[config.mk]
export PLATFORM = sky130hd
export DESIGN_NAME = slcs_bank
export DESIGN_NICKNAME = d
export VERILOG_FILES = /design/src/pkg/slcs_pkg.sv /design/src/hw/slcs_bank.sv
export VERILOG_INCLUDE_DIRS = /design/src /design/src/pkg
export SDC_FILE = /design/constraint.sdc
export NUM_CORES = 1
export LEC_CHECK = 0
export BUFFER_PORTS_ARGS = -buffer_cell sky130_fd_sc_hd__buf_4
export CORE_UTILIZATION = 41
export DETAILED_ROUTE_END_ITERATION = 7
export PLACE_DENSITY_LB_ADDON = 0.15
export SLEW_MARGIN = 20
export SYNTH_ARGS = -nofsm -noshare
export SYNTH_HDL_FRONTEND = slang
export SYNTH_SLANG_ARGS = --single-unit
[constraint.sdc]
create_clock -name hclk -period 3 [get_ports hclk]
set_clock_uncertainty 0.05 [all_clocks]
set_input_delay 0.9 -clock hclk [delete_from_list [all_inputs] [get_ports hclk]]
set_output_delay 0.9 -clock hclk [all_outputs]
set_load 0.005 [all_outputs]
[src/pkg/slcs_regs.svh]
/*
 * Offsets, field positions, reset values and fixed codes of the serial
 * link configuration and status bank.
 * Assumes it is included by bare name from the design and the bench.
 */
`ifndef SLCS_REGS_SVH
`define SLCS_REGS_SVH

// ==========================================================================
// Register indices; the byte address on the bus is four times the index.
`define SLCS_IDX_DEVICE_ID   12'h206
`define SLCS_IDX_COMMA_SEL   12'h207
`define SLCS_IDX_STATUS      12'h208
`define SLCS_IDX_CHAN_EN     12'h209
`define SLCS_IDX_IRQ_MASK    12'h20A
`define SLCS_IDX_LINK_CTRL   12'h20B

// ==========================================================================
// Reset values.
`define SLCS_RST_DEVICE_ID   8'h00
`define SLCS_RST_COMMA_SEL   2'h0
`define SLCS_RST_CHAN_EN     3'h3
`define SLCS_RST_IRQ_MASK    8'h00
`define SLCS_RST_LINK_CTRL   2'h0

// ==========================================================================
// Field positions.
`define SLCS_ST_LINK_UP      6
`define SLCS_ST_SYNC         5
`define SLCS_ST_REALIGNED    4
`define SLCS_ST_PHASE_SET    3
`define SLCS_ST_SER_PLL      2
`define SLCS_ST_SMP_PLL      0
`define SLCS_CH_ONE_CHAN     2
`define SLCS_CH_UPPER        1
`define SLCS_CH_LOWER        0
`define SLCS_CTRL_LINK_EN    0
`define SLCS_CTRL_ENC_64B    1

// ==========================================================================
// End-of-frame control characters, 8-bit values with the K flag set.
`define SLCS_K28_7           8'hFC
`define SLCS_K28_1           8'h3C
`define SLCS_K28_5           8'hBC

`endif

[src/pkg/slcs_pkg.sv]
/*
 * Types shared by the serial link configuration and status bank.
 */
package slcs_pkg;

   // =======================================================================
   // Basic data types.
   typedef logic [7:0]  slcs_byte_t;
   typedef logic [11:0] slcs_idx_t;
   typedef logic [3:0]  slcs_count_t;

   // =======================================================================
   // Bus data phase tracking, one-hot.
   typedef enum logic [2:0] {
      SLCS_PH_IDLE  = 3'b001,
      SLCS_PH_WRITE = 3'b010,
      SLCS_PH_READ  = 3'b100
   } slcs_phase_e;

endpackage : slcs_pkg

[src/hw/slcs_bank.sv]
/*
 * Configuration and status register bank of a multi-lane serial output
 * link, an AHB-Lite slave with zero wait states and an OKAY-only answer.
 * Assumes every input is synchronous to hclk, that hclk_en is high while
 * a bus transfer is in progress, and that transfers are single words.
 */
// Contract
// - Device id sent in second ILA multiframe.
// - Comma select: 0 K28.7, 1 K28.1, 2 K28.5.
// - Status bit 6 shows link up.
// - Status bit 5 shows SYNC~ level.
// - Bit 4 sticky realign flag, write-one clears.
// - Bit 3 set by first SYSREF after enable.
// - Status bit 2 shows serializer PLL lock.
// - Bit 0 sampling PLL lock; 7,1 reserved.
// - Channel enable resets 0x03, three fields.
// - One-channel mode leaves only first channel.
// - Half pair: half converters, ceiling half lanes.
`timescale 1ns/10ps
`include "slcs_regs.svh"

module slcs_bank (
   input  wire  logic                hclk,
   input  wire  logic                hresetn,
   input  wire  logic                hclk_en,
   input  wire  logic                hsel,
   input  wire  logic [31:0]         haddr,
   input  wire  logic [1:0]          htrans,
   input  wire  logic                hwrite,
   input  wire  logic [2:0]          hsize,
   input  wire  logic [31:0]         hwdata,
   input  wire  logic                hready,
   output logic                      hreadyout,
   output logic [31:0]               hrdata,
   output logic                      hresp,
   input  wire  logic                link_up,
   input  wire  logic                sync_n,
   input  wire  logic                serializer_pll_lock,
   input  wire  logic                sampling_pll_lock,
   input  wire  logic                sysref_realign,
   input  wire  logic                sysref_event,
   input  wire  logic                ila_second_mf,
   input  wire  logic                frame_end_slot,
   input  wire  slcs_pkg::slcs_count_t lanes_full,
   input  wire  slcs_pkg::slcs_count_t conv_full,
   output logic                      link_enable,
   output logic                      enc_64b66b,
   output slcs_pkg::slcs_byte_t      ila_octet,
   output slcs_pkg::slcs_byte_t      eof_comma,
   output logic                      eof_comma_insert,
   output logic [3:0]                chan_active,
   output slcs_pkg::slcs_count_t     lanes_used,
   output slcs_pkg::slcs_count_t     conv_used,
   output logic                      tail_pad,
   output logic                      irq
);
   import slcs_pkg::*;

   // ======================================================================
   // Storage.
   slcs_byte_t  did_reg;
   logic [1:0]  comma_sel_reg;
   logic [2:0]  chan_en_reg;
   slcs_byte_t  irq_mask_reg;
   logic [1:0]  flag_reg;       // [1] realigned, [0] phase set.
   logic [1:0]  flag_set;
   logic        phase_armed_reg;
   slcs_phase_e phase_reg;
   slcs_idx_t   wr_idx_reg;
   slcs_byte_t  rd_value;
   slcs_byte_t  status_value;
   logic        addr_phase;
   logic        wr_take;

   // True when a byte address selects the word of the given index.
   function automatic logic reg_hit(input logic [31:0] addr, input slcs_idx_t idx);
      reg_hit = (addr[31:14] == 18'h0_0000) && (addr[13:2] == idx);
   endfunction : reg_hit

   // True when a write in its data phase targets the given index.
   function automatic logic wr_hit(input logic take, input slcs_idx_t at, input slcs_idx_t idx);
      wr_hit = take && (at == idx);
   endfunction : wr_hit

   // ======================================================================
   // Bus slave.
   // A new transfer is taken only when hready shows the previous one done.
   assign addr_phase = hsel && htrans[1] && hready;
   assign wr_take    = (phase_reg == SLCS_PH_WRITE) && hclk_en;

   // Address phase capture; the data phase is always a single cycle.
   always_ff @(posedge hclk or negedge hresetn) begin
      if (!hresetn) begin
         phase_reg  <= SLCS_PH_IDLE;
         wr_idx_reg <= 12'h000;
      end else if (hclk_en) begin
         case (phase_reg)
            SLCS_PH_IDLE, SLCS_PH_WRITE, SLCS_PH_READ: begin
               if (!addr_phase) begin
                  phase_reg <= SLCS_PH_IDLE;
               end else begin
                  phase_reg <= hwrite ? SLCS_PH_WRITE : SLCS_PH_READ;
               end
               wr_idx_reg <= (haddr[31:14] == 18'h0_0000) ? haddr[13:2] : 12'hFFF;
            end
            default: begin
               phase_reg <= SLCS_PH_IDLE;
            end
         endcase
      end
   end

   // Live status is composed on the fly and never stored.
   // live bits ignore writes
   always_comb begin
      status_value = 8'h00;
      status_value[`SLCS_ST_LINK_UP]   = link_up;
      status_value[`SLCS_ST_SYNC]      = sync_n;
      status_value[`SLCS_ST_REALIGNED] = flag_reg[1];
      status_value[`SLCS_ST_PHASE_SET] = flag_reg[0];
      status_value[`SLCS_ST_SER_PLL]   = serializer_pll_lock;
      status_value[`SLCS_ST_SMP_PLL]   = sampling_pll_lock;
   end

   // Read multiplexer; unmapped words read as zero.
   always_comb begin
      rd_value = 8'h00;
      if (reg_hit(haddr, `SLCS_IDX_DEVICE_ID)) begin
         rd_value = did_reg;
      end else if (reg_hit(haddr, `SLCS_IDX_COMMA_SEL)) begin
         rd_value = {6'h00, comma_sel_reg};
      end else if (reg_hit(haddr, `SLCS_IDX_STATUS)) begin
         rd_value = status_value;
      end else if (reg_hit(haddr, `SLCS_IDX_CHAN_EN)) begin
         rd_value = {5'h00, chan_en_reg};
      end else if (reg_hit(haddr, `SLCS_IDX_IRQ_MASK)) begin
         rd_value = irq_mask_reg;
      end else if (reg_hit(haddr, `SLCS_IDX_LINK_CTRL)) begin
         rd_value = {6'h00, enc_64b66b, link_enable};
      end
   end

   // Zero wait states and OKAY only; read data is fetched at the address
   // phase so it stands in the data phase. A read right after a write would
   // see stale data, so the master must leave an idle cycle between them.
   always_ff @(posedge hclk or negedge hresetn) begin
      if (!hresetn) begin
         hreadyout <= 1'b1;
         hresp     <= 1'b0;
         hrdata    <= 32'h0000_0000;
      end else if (hclk_en) begin
         hreadyout <= 1'b1;
         hresp     <= 1'b0;
         if (addr_phase && !hwrite) begin
            hrdata <= {24'h00_0000, rd_value};
         end
      end
   end

   // ======================================================================
   // Software-written configuration.
   // Reserved bits are not stored, so they read back as zero.
   always_ff @(posedge hclk or negedge hresetn) begin
      if (!hresetn) begin
         did_reg       <= `SLCS_RST_DEVICE_ID;
         comma_sel_reg <= `SLCS_RST_COMMA_SEL;
         chan_en_reg   <= `SLCS_RST_CHAN_EN;
         irq_mask_reg  <= `SLCS_RST_IRQ_MASK;
         {enc_64b66b, link_enable} <= `SLCS_RST_LINK_CTRL;
      end else begin
         if (wr_hit(wr_take, wr_idx_reg, `SLCS_IDX_DEVICE_ID)) begin
            did_reg <= hwdata[7:0];
         end
         if (wr_hit(wr_take, wr_idx_reg, `SLCS_IDX_COMMA_SEL)) begin
            comma_sel_reg <= hwdata[1:0];
         end
         if (wr_hit(wr_take, wr_idx_reg, `SLCS_IDX_CHAN_EN)) begin
            chan_en_reg <= hwdata[2:0];
         end
         if (wr_hit(wr_take, wr_idx_reg, `SLCS_IDX_IRQ_MASK)) begin
            irq_mask_reg <= hwdata[7:0];
         end
         if (wr_hit(wr_take, wr_idx_reg, `SLCS_IDX_LINK_CTRL)) begin
            link_enable <= hwdata[`SLCS_CTRL_LINK_EN];
            enc_64b66b  <= hwdata[`SLCS_CTRL_ENC_64B];
         end
      end
   end

   // ======================================================================
   // Sticky SYSREF event flags.
   // first SYSREF arming
   always_ff @(posedge hclk or negedge hresetn) begin
      if (!hresetn) begin
         phase_armed_reg <= 1'b0;
      end else if (hclk_en) begin
         if (wr_hit(wr_take, wr_idx_reg, `SLCS_IDX_LINK_CTRL) &&
             hwdata[`SLCS_CTRL_LINK_EN] && !link_enable) begin
            phase_armed_reg <= 1'b1;
         end else if (sysref_event) begin
            phase_armed_reg <= 1'b0;
         end
      end
   end

   assign flag_set = {sysref_realign, sysref_event && phase_armed_reg};

   // Write one clears; a set in the same cycle wins, and the live bits of
   // the status word simply have no storage for a write to land in.
   generate
      for (genvar i = 0; i < 2; i++) begin : g_flag
         always_ff @(posedge hclk or negedge hresetn) begin
            if (!hresetn) begin
               flag_reg[i] <= 1'b0;
            end else if (hclk_en) begin
               if (flag_set[i]) begin
                  flag_reg[i] <= 1'b1;
               end else if (wr_hit(wr_take, wr_idx_reg, `SLCS_IDX_STATUS) &&
                            hwdata[`SLCS_ST_PHASE_SET + i]) begin
                  flag_reg[i] <= 1'b0;
               end
            end
         end
      end
   endgenerate

   // Interrupt is a level while any unmasked flag stands.
   always_ff @(posedge hclk or negedge hresetn) begin
      if (!hresetn) begin
         irq <= 1'b0;
      end else if (hclk_en) begin
         irq <= |({flag_reg, 3'b000} & irq_mask_reg[4:0]);
      end
   end

   // ======================================================================
   // Link-facing outputs.
   // identifier and comma
   always_ff @(posedge hclk or negedge hresetn) begin
      if (!hresetn) begin
         ila_octet        <= 8'h00;
         eof_comma        <= `SLCS_K28_7;
         eof_comma_insert <= 1'b0;
      end else if (hclk_en) begin
         ila_octet        <= ila_second_mf ? did_reg : 8'h00;
         // Reserved select 3 falls back to the default character.
         case (comma_sel_reg)
            2'h1:    eof_comma <= `SLCS_K28_1;
            2'h2:    eof_comma <= `SLCS_K28_5;
            default: eof_comma <= `SLCS_K28_7;
         endcase
         eof_comma_insert <= frame_end_slot && link_enable && !enc_64b66b;
      end
   end

   always_ff @(posedge hclk or negedge hresetn) begin
      if (!hresetn) begin
         chan_active <= 4'hF;
         lanes_used  <= 4'h0;
         conv_used   <= 4'h0;
         tail_pad    <= 1'b0;
      end else if (hclk_en) begin
         chan_active <= chan_en_reg[`SLCS_CH_ONE_CHAN] ? 4'h1 :
                        {{2{chan_en_reg[`SLCS_CH_UPPER]}}, {2{chan_en_reg[`SLCS_CH_LOWER]}}};
         if (chan_en_reg[`SLCS_CH_UPPER] ^ chan_en_reg[`SLCS_CH_LOWER]) begin
            lanes_used <= 4'((5'(lanes_full) + 5'h01) >> 1);
            conv_used  <= conv_full >> 1;
            tail_pad   <= lanes_full[0];
         end else begin
            lanes_used <= lanes_full;
            conv_used  <= conv_full;
            tail_pad   <= 1'b0;
         end
      end
   end
endmodule : slcs_bank

Word-level counts from Yosys, hierarchy flattened
Index checks and enable logic that the tools add are counted.
W data, S select, Z words.
Operators by class
  add/sub/neg operators: 1
  multipliers: 0
  div/mod/pow operators: 0
  magnitude comparators: 0
  eq/ne operators: 17
  shift operators: 0
  muxes and demuxes: 22
  bitwise operators: 2
  reductions and logical operators: 37
Operators by type and width (count)
  $eq A12 B10 Y1 const B: 12
  $mux W8: 6
  $logic_and A1 B1 Y1: 23
  $logic_not A18 Y1: 1
  $pmux W8 S2: 1
  $mux W12: 1
  $mux W4: 3
  $reduce_and A2 Y1: 5
  $mux W3: 3
  $mux W1: 7
  $reduce_bool A2 Y1: 3
  $add A4 B1 Y5 const B: 1
  $and A5 B5 Y5: 1
  $reduce_or A5 Y1: 1
  $eq A3 B1 Y1 const B: 1
  $eq A3 B2 Y1 const B: 1
  $eq A3 B3 Y1 const B: 1
  $logic_not A1 Y1: 3
  $reduce_or A3 Y1: 1
  $eq A2 B1 Y1 const B: 1
  $eq A2 B2 Y1 const B: 1
  $mux W2: 1
  $xor A1 B1 Y1: 1
Word-level totals
  register bits: 80
  bits in latches: 0
  bits in writable memories: 0
  ROM bits: 0
  input bits: 91
  output and inout bits: 67
  logic and storage cells: 99
  memories kept: 0

Longest topological paths before layout
  depth after elaboration: 8
  gate-level depth with buffers: 7
  mapped depth without buffers: 6

Least setup slack after synthesis
No wires, ideal clock.
  path type: input to register
  start point: in haddr[29]
  end point: reg hrdata[1]
  library setup time: 123 ps
  arrival time: 2760 ps
  data required time: 2827 ps
  slack: 68 ps
  stages: 7
  path buffers: 1
  cells stage by stage: nor4_1 -> nand3_1 -> nor4_1 -> clkbuf_8 -> and2_1 -> nand2_1 -> o221a_2
Between the ends
  longest elaborated chain between the ends: 8
  elaborated cells on any way between the ends: 13
  classes of those cells: mux (6); reduce/logical (7)
RTL lines
  from (decl): line slcs_bank.sv:27  | input wire logic [31:0] haddr,
  $logic_not A18 Y1 *: line slcs_bank.sv:77  | reg_hit = (addr[31:14] == 18'h0_0000) && (addr[13:2] == idx);
  $logic_and A1 B1 Y1: line slcs_bank.sv:77
  $mux W2: line slcs_bank.sv:138  | end else if (reg_hit(haddr, `SLCS_IDX_LINK_CTRL)) begin
  $mux W8: line slcs_bank.sv:136  | end else if (reg_hit(haddr, `SLCS_IDX_IRQ_MASK)) begin
  $mux W8: line slcs_bank.sv:134  | end else if (reg_hit(haddr, `SLCS_IDX_CHAN_EN)) begin
  $mux W8: line slcs_bank.sv:132  | end else if (reg_hit(haddr, `SLCS_IDX_STATUS)) begin
  $mux W8: line slcs_bank.sv:130  | end else if (reg_hit(haddr, `SLCS_IDX_COMMA_SEL)) begin
  $mux W8 *: line slcs_bank.sv:128  | if (reg_hit(haddr, `SLCS_IDX_DEVICE_ID)) begin
  to (signal assigned): line slcs_bank.sv:155  | hrdata <= {24'h00_0000, rd_value};
  to (decl): line slcs_bank.sv:34  | output logic [31:0] hrdata,
Every way passes the cells marked *; elsewhere a longest branch is shown, timed or not.
A chain may end at the register's enable or synchronous reset.

Worst setup path in the final report
  start point: in haddr[7]
  end point: reg hrdata[3]
Between the ends
  longest elaborated chain between the ends: 7
  elaborated cells on any way between the ends: 15
  classes of those cells: eq/ne (5); mux (5); reduce/logical (5)
RTL lines (line)
  $eq A12 B10 Y1: slcs_bank.sv:77
  $logic_and A1 B1 Y1: slcs_bank.sv:77
  $mux W8: slcs_bank.sv:136
  $mux W8: slcs_bank.sv:134
  $mux W8: slcs_bank.sv:132
  $mux W8: slcs_bank.sv:130
  $mux W8 *: slcs_bank.sv:128
Marks and branches as above.

==> results.toml <==
[global_route]
antenna_found_initial = 0
grt_usage = 0.192
gr-total-overflow = 0
grt_max_degree = 74
grt_pass1_wl_mm = 13.2
grt_pass1_vias = 2553

[synthesis]
async_flop_share = 1.00
synth_area_leaders = "dfrtp_1, mux2_2, buf_4"
synth.ff_latch_count = 73
yosysUniqueCellTypes = 54
yosysSeqAreaShare = 0.504
avgSynthCellArea_um2 = 10.9
syn_inst = 334
synth_area_leader_cell = "dfrtp_1"
synth-edff-count = 0
synthesis.area_um2 = 3640
synth-main-ff-cell = "dfrtp_1"
yosys.area.top_type_share = 0.447
yosysWarnings = 0

[critical_path]
endpoint_kind = "register"
critPathKind = "input pin to register"
cp.required_ns = 3.23
crit_fanout = 3
cp.arrival_ns = 3.09
cp-start-kind = "input pin"

[cells_and_area]
final_area_um2 = 4600
largest_reg_flops = 12
drive_above_1_share = 0.392
fill_cells = 793
antennaDiodeCount = 0
final_net_count = 537
multi_input_area_um2 = 1530
seq_area_um2 = 1840
stdcell_count = 557
area_delta_synth_final_pct = 26.4

[timing]
rsz0062_at_grt = "false"
fmax_ghz = 0.351
finalCritPeriodShare = 0.951
relSlewSlack = 0.395
hold_viol = 0
finalMaxSlewViolations = 0
setup_slack_ns = 0.147
whs_ns = 0.422
worst_slew_pin_slew_ns = 0.908
setup_violations = 0
fin_crit_ns = 2.85

[detailed_routing]
drt_first_pass_iters = 5
drt.antenna.violating_nets = 0
drt-initial-drc-count = 128
wire_per_inst_um = 14.9
num_vias = 2850
routed_wl_mm = 8.30
via_per_inst = 5.12
drc_errors = 0

[die]
die-area_um2 = 9260
start_util = 0.420
core-area_um2 = 8680
dieWidth_um = 96.2
die_h_um = 96.2
rows = 34
io_pins = 158

[cts]
cts_buffers = 9
tritoncts = "built"
clk_path_buf_depth = 2
root_buffer = "clkbuf_8"
cts.sink_count = 73
cts.htree.levels = 3
postCtsSetupRepairBufs = 0
postCtsHoldBufs = 0
worstSkewPairLatency_ns = 0.34
ctsResizeCount = 0
path_clk_slew_ns = 0.08

[run]
drv_cap = 0

[power_and_ir_drop]
power_density_nw_per_um2 = 406
power_mw = 1.87
vdd_drop_max_uv = 190
cellLeakagePower_nw = 2.17

[placed_design]
gp_congestion = 0.777
dp_hpwl_mm = 6.05
dpl_cell_area_um2 = 4440
dp_cells = 541
place_ws_ns = -0.215
io_buffers = 95

[worst_hold_path]
min_path_type = "register to register"

[status]
status = "complete, no violations"
-- area by class of cell --
cell class                      instances  share of cell area
Clock inverter                          4             0.00435
Inverter                               20              0.0163
Sequential cell                        73               0.399
Timing Repair Buffer                  116               0.189
Clock buffer                           12              0.0294
Multi-Input combinational cell        224               0.332
Tap cell                              108              0.0294
-- synthesized netlist by cell type (all sizes together) (2+ instances only) --
master and n:
o21ai 18, ha 2, a21oi 15, nand3 16, o211ai 2, o221ai 2, nand4b 2, and2 2
nand2b 2, a21o 5, nor4 9, nor4b 2, or3 2, xnor2 2, nand2 18, o2bb2ai 3
a221oi 5, mux2 26, dfstp 8, inv 20, conb 2, dfrtp 65, buf 38, a2111oi 4
nor2 15, a22oi 2, nor3 4, clkbuf 9, mux2i 4, o22a 12, nand3b 3
-- metrics by stage --
step	setup TNS, ns	util
4_1_cts	0	0.529
3_3_place_gp	-0.885	0.511
3_5_place_dp	-0.922	0.511
2_1_floorplan	0	-
6_report	0	0.530
5_1_grt	0	0.530
-- layer usage --
layer,global-route usage,vias to the layer above,wire (um)
met2,0.288,109,3800
li1,-,1363,-
met4,0.0672,0,93
met1,0.273,1369,3910
met5,0,-,0
met3,0.0395,9,497
-- path summary, 6_finish.rpt --
kind                                       startpoint                         end  slack [ns]  cells past startpoint
max reg2reg                 wr_idx_reg[5]$_DFFE_PN0P_      did_reg[0]$_DFFE_PN0P_        0.79                      6
max                                          haddr[7]       hrdata[3]$_DFFE_PN0P_        0.15                      8
min reg2reg                chan_active[1]$_DFFE_PN1P_  chan_active[1]$_DFFE_PN1P_        0.42                      2
max in group asynchronous                     hresetn      did_reg[3]$_DFFE_PN0P_        1.67                      1
min                        chan_active[1]$_DFFE_PN1P_  chan_active[1]$_DFFE_PN1P_        0.42                      2
min in group asynchronous                     hresetn    ila_octet[7]$_DFFE_PN0P_        0.63                      1
-- worst max-delay path: stages --
cell,delay [ns]
buf_4,0.11
or4_4,0.54
or3b_4,0.44
nor4_4,0.31
a221oi_1,0.13
a2111oi_1,0.39
buf_4,0.19
a21o_1,0.08
-- layout by cell type (no fill, tap or decap), drive strengths merged, types with 2 or more instances in the layout --
master   count
nor3         4
o211ai       2
clkinv       4
nor4         9
xnor2        2
nand2       18
dfstp        8
and2         2
a2111oi      4
inv         20
mux2i        4
o21ai       18
dfrtp       65
buf        116
or3          2
o22a        12
nand2b       2
a22oi        2
ha           2
mux2        26
nand3       16
o221ai       2
a221oi       5
clkbuf      12
o2bb2ai      3
a21o         5
nor2        15
nand3b       3
nor4b        2
a21oi       15
conb        32
nand4b       2
-- power breakdown --
part	internal, mW	switching (mW)
Sequential	1.01	0.0122
Clock	0.296	0.349
Combinational	0.103	0.100
Total	1.41	0.461
-- kinds of logic after synthesis --
| logic type | share of synthesized area |
|---|---|
| simple gates | 0.132 |
| compound gates | 0.145 |
| flops | 0.504 |
| buf+inv | 0.111 |
| mux | 0.0914 |
| xor+xnor | 0.00722 |
| fa+ha+maj | 0.00687 |
| other cells | 0.00206 |
(Power assumes the default switching activity.)
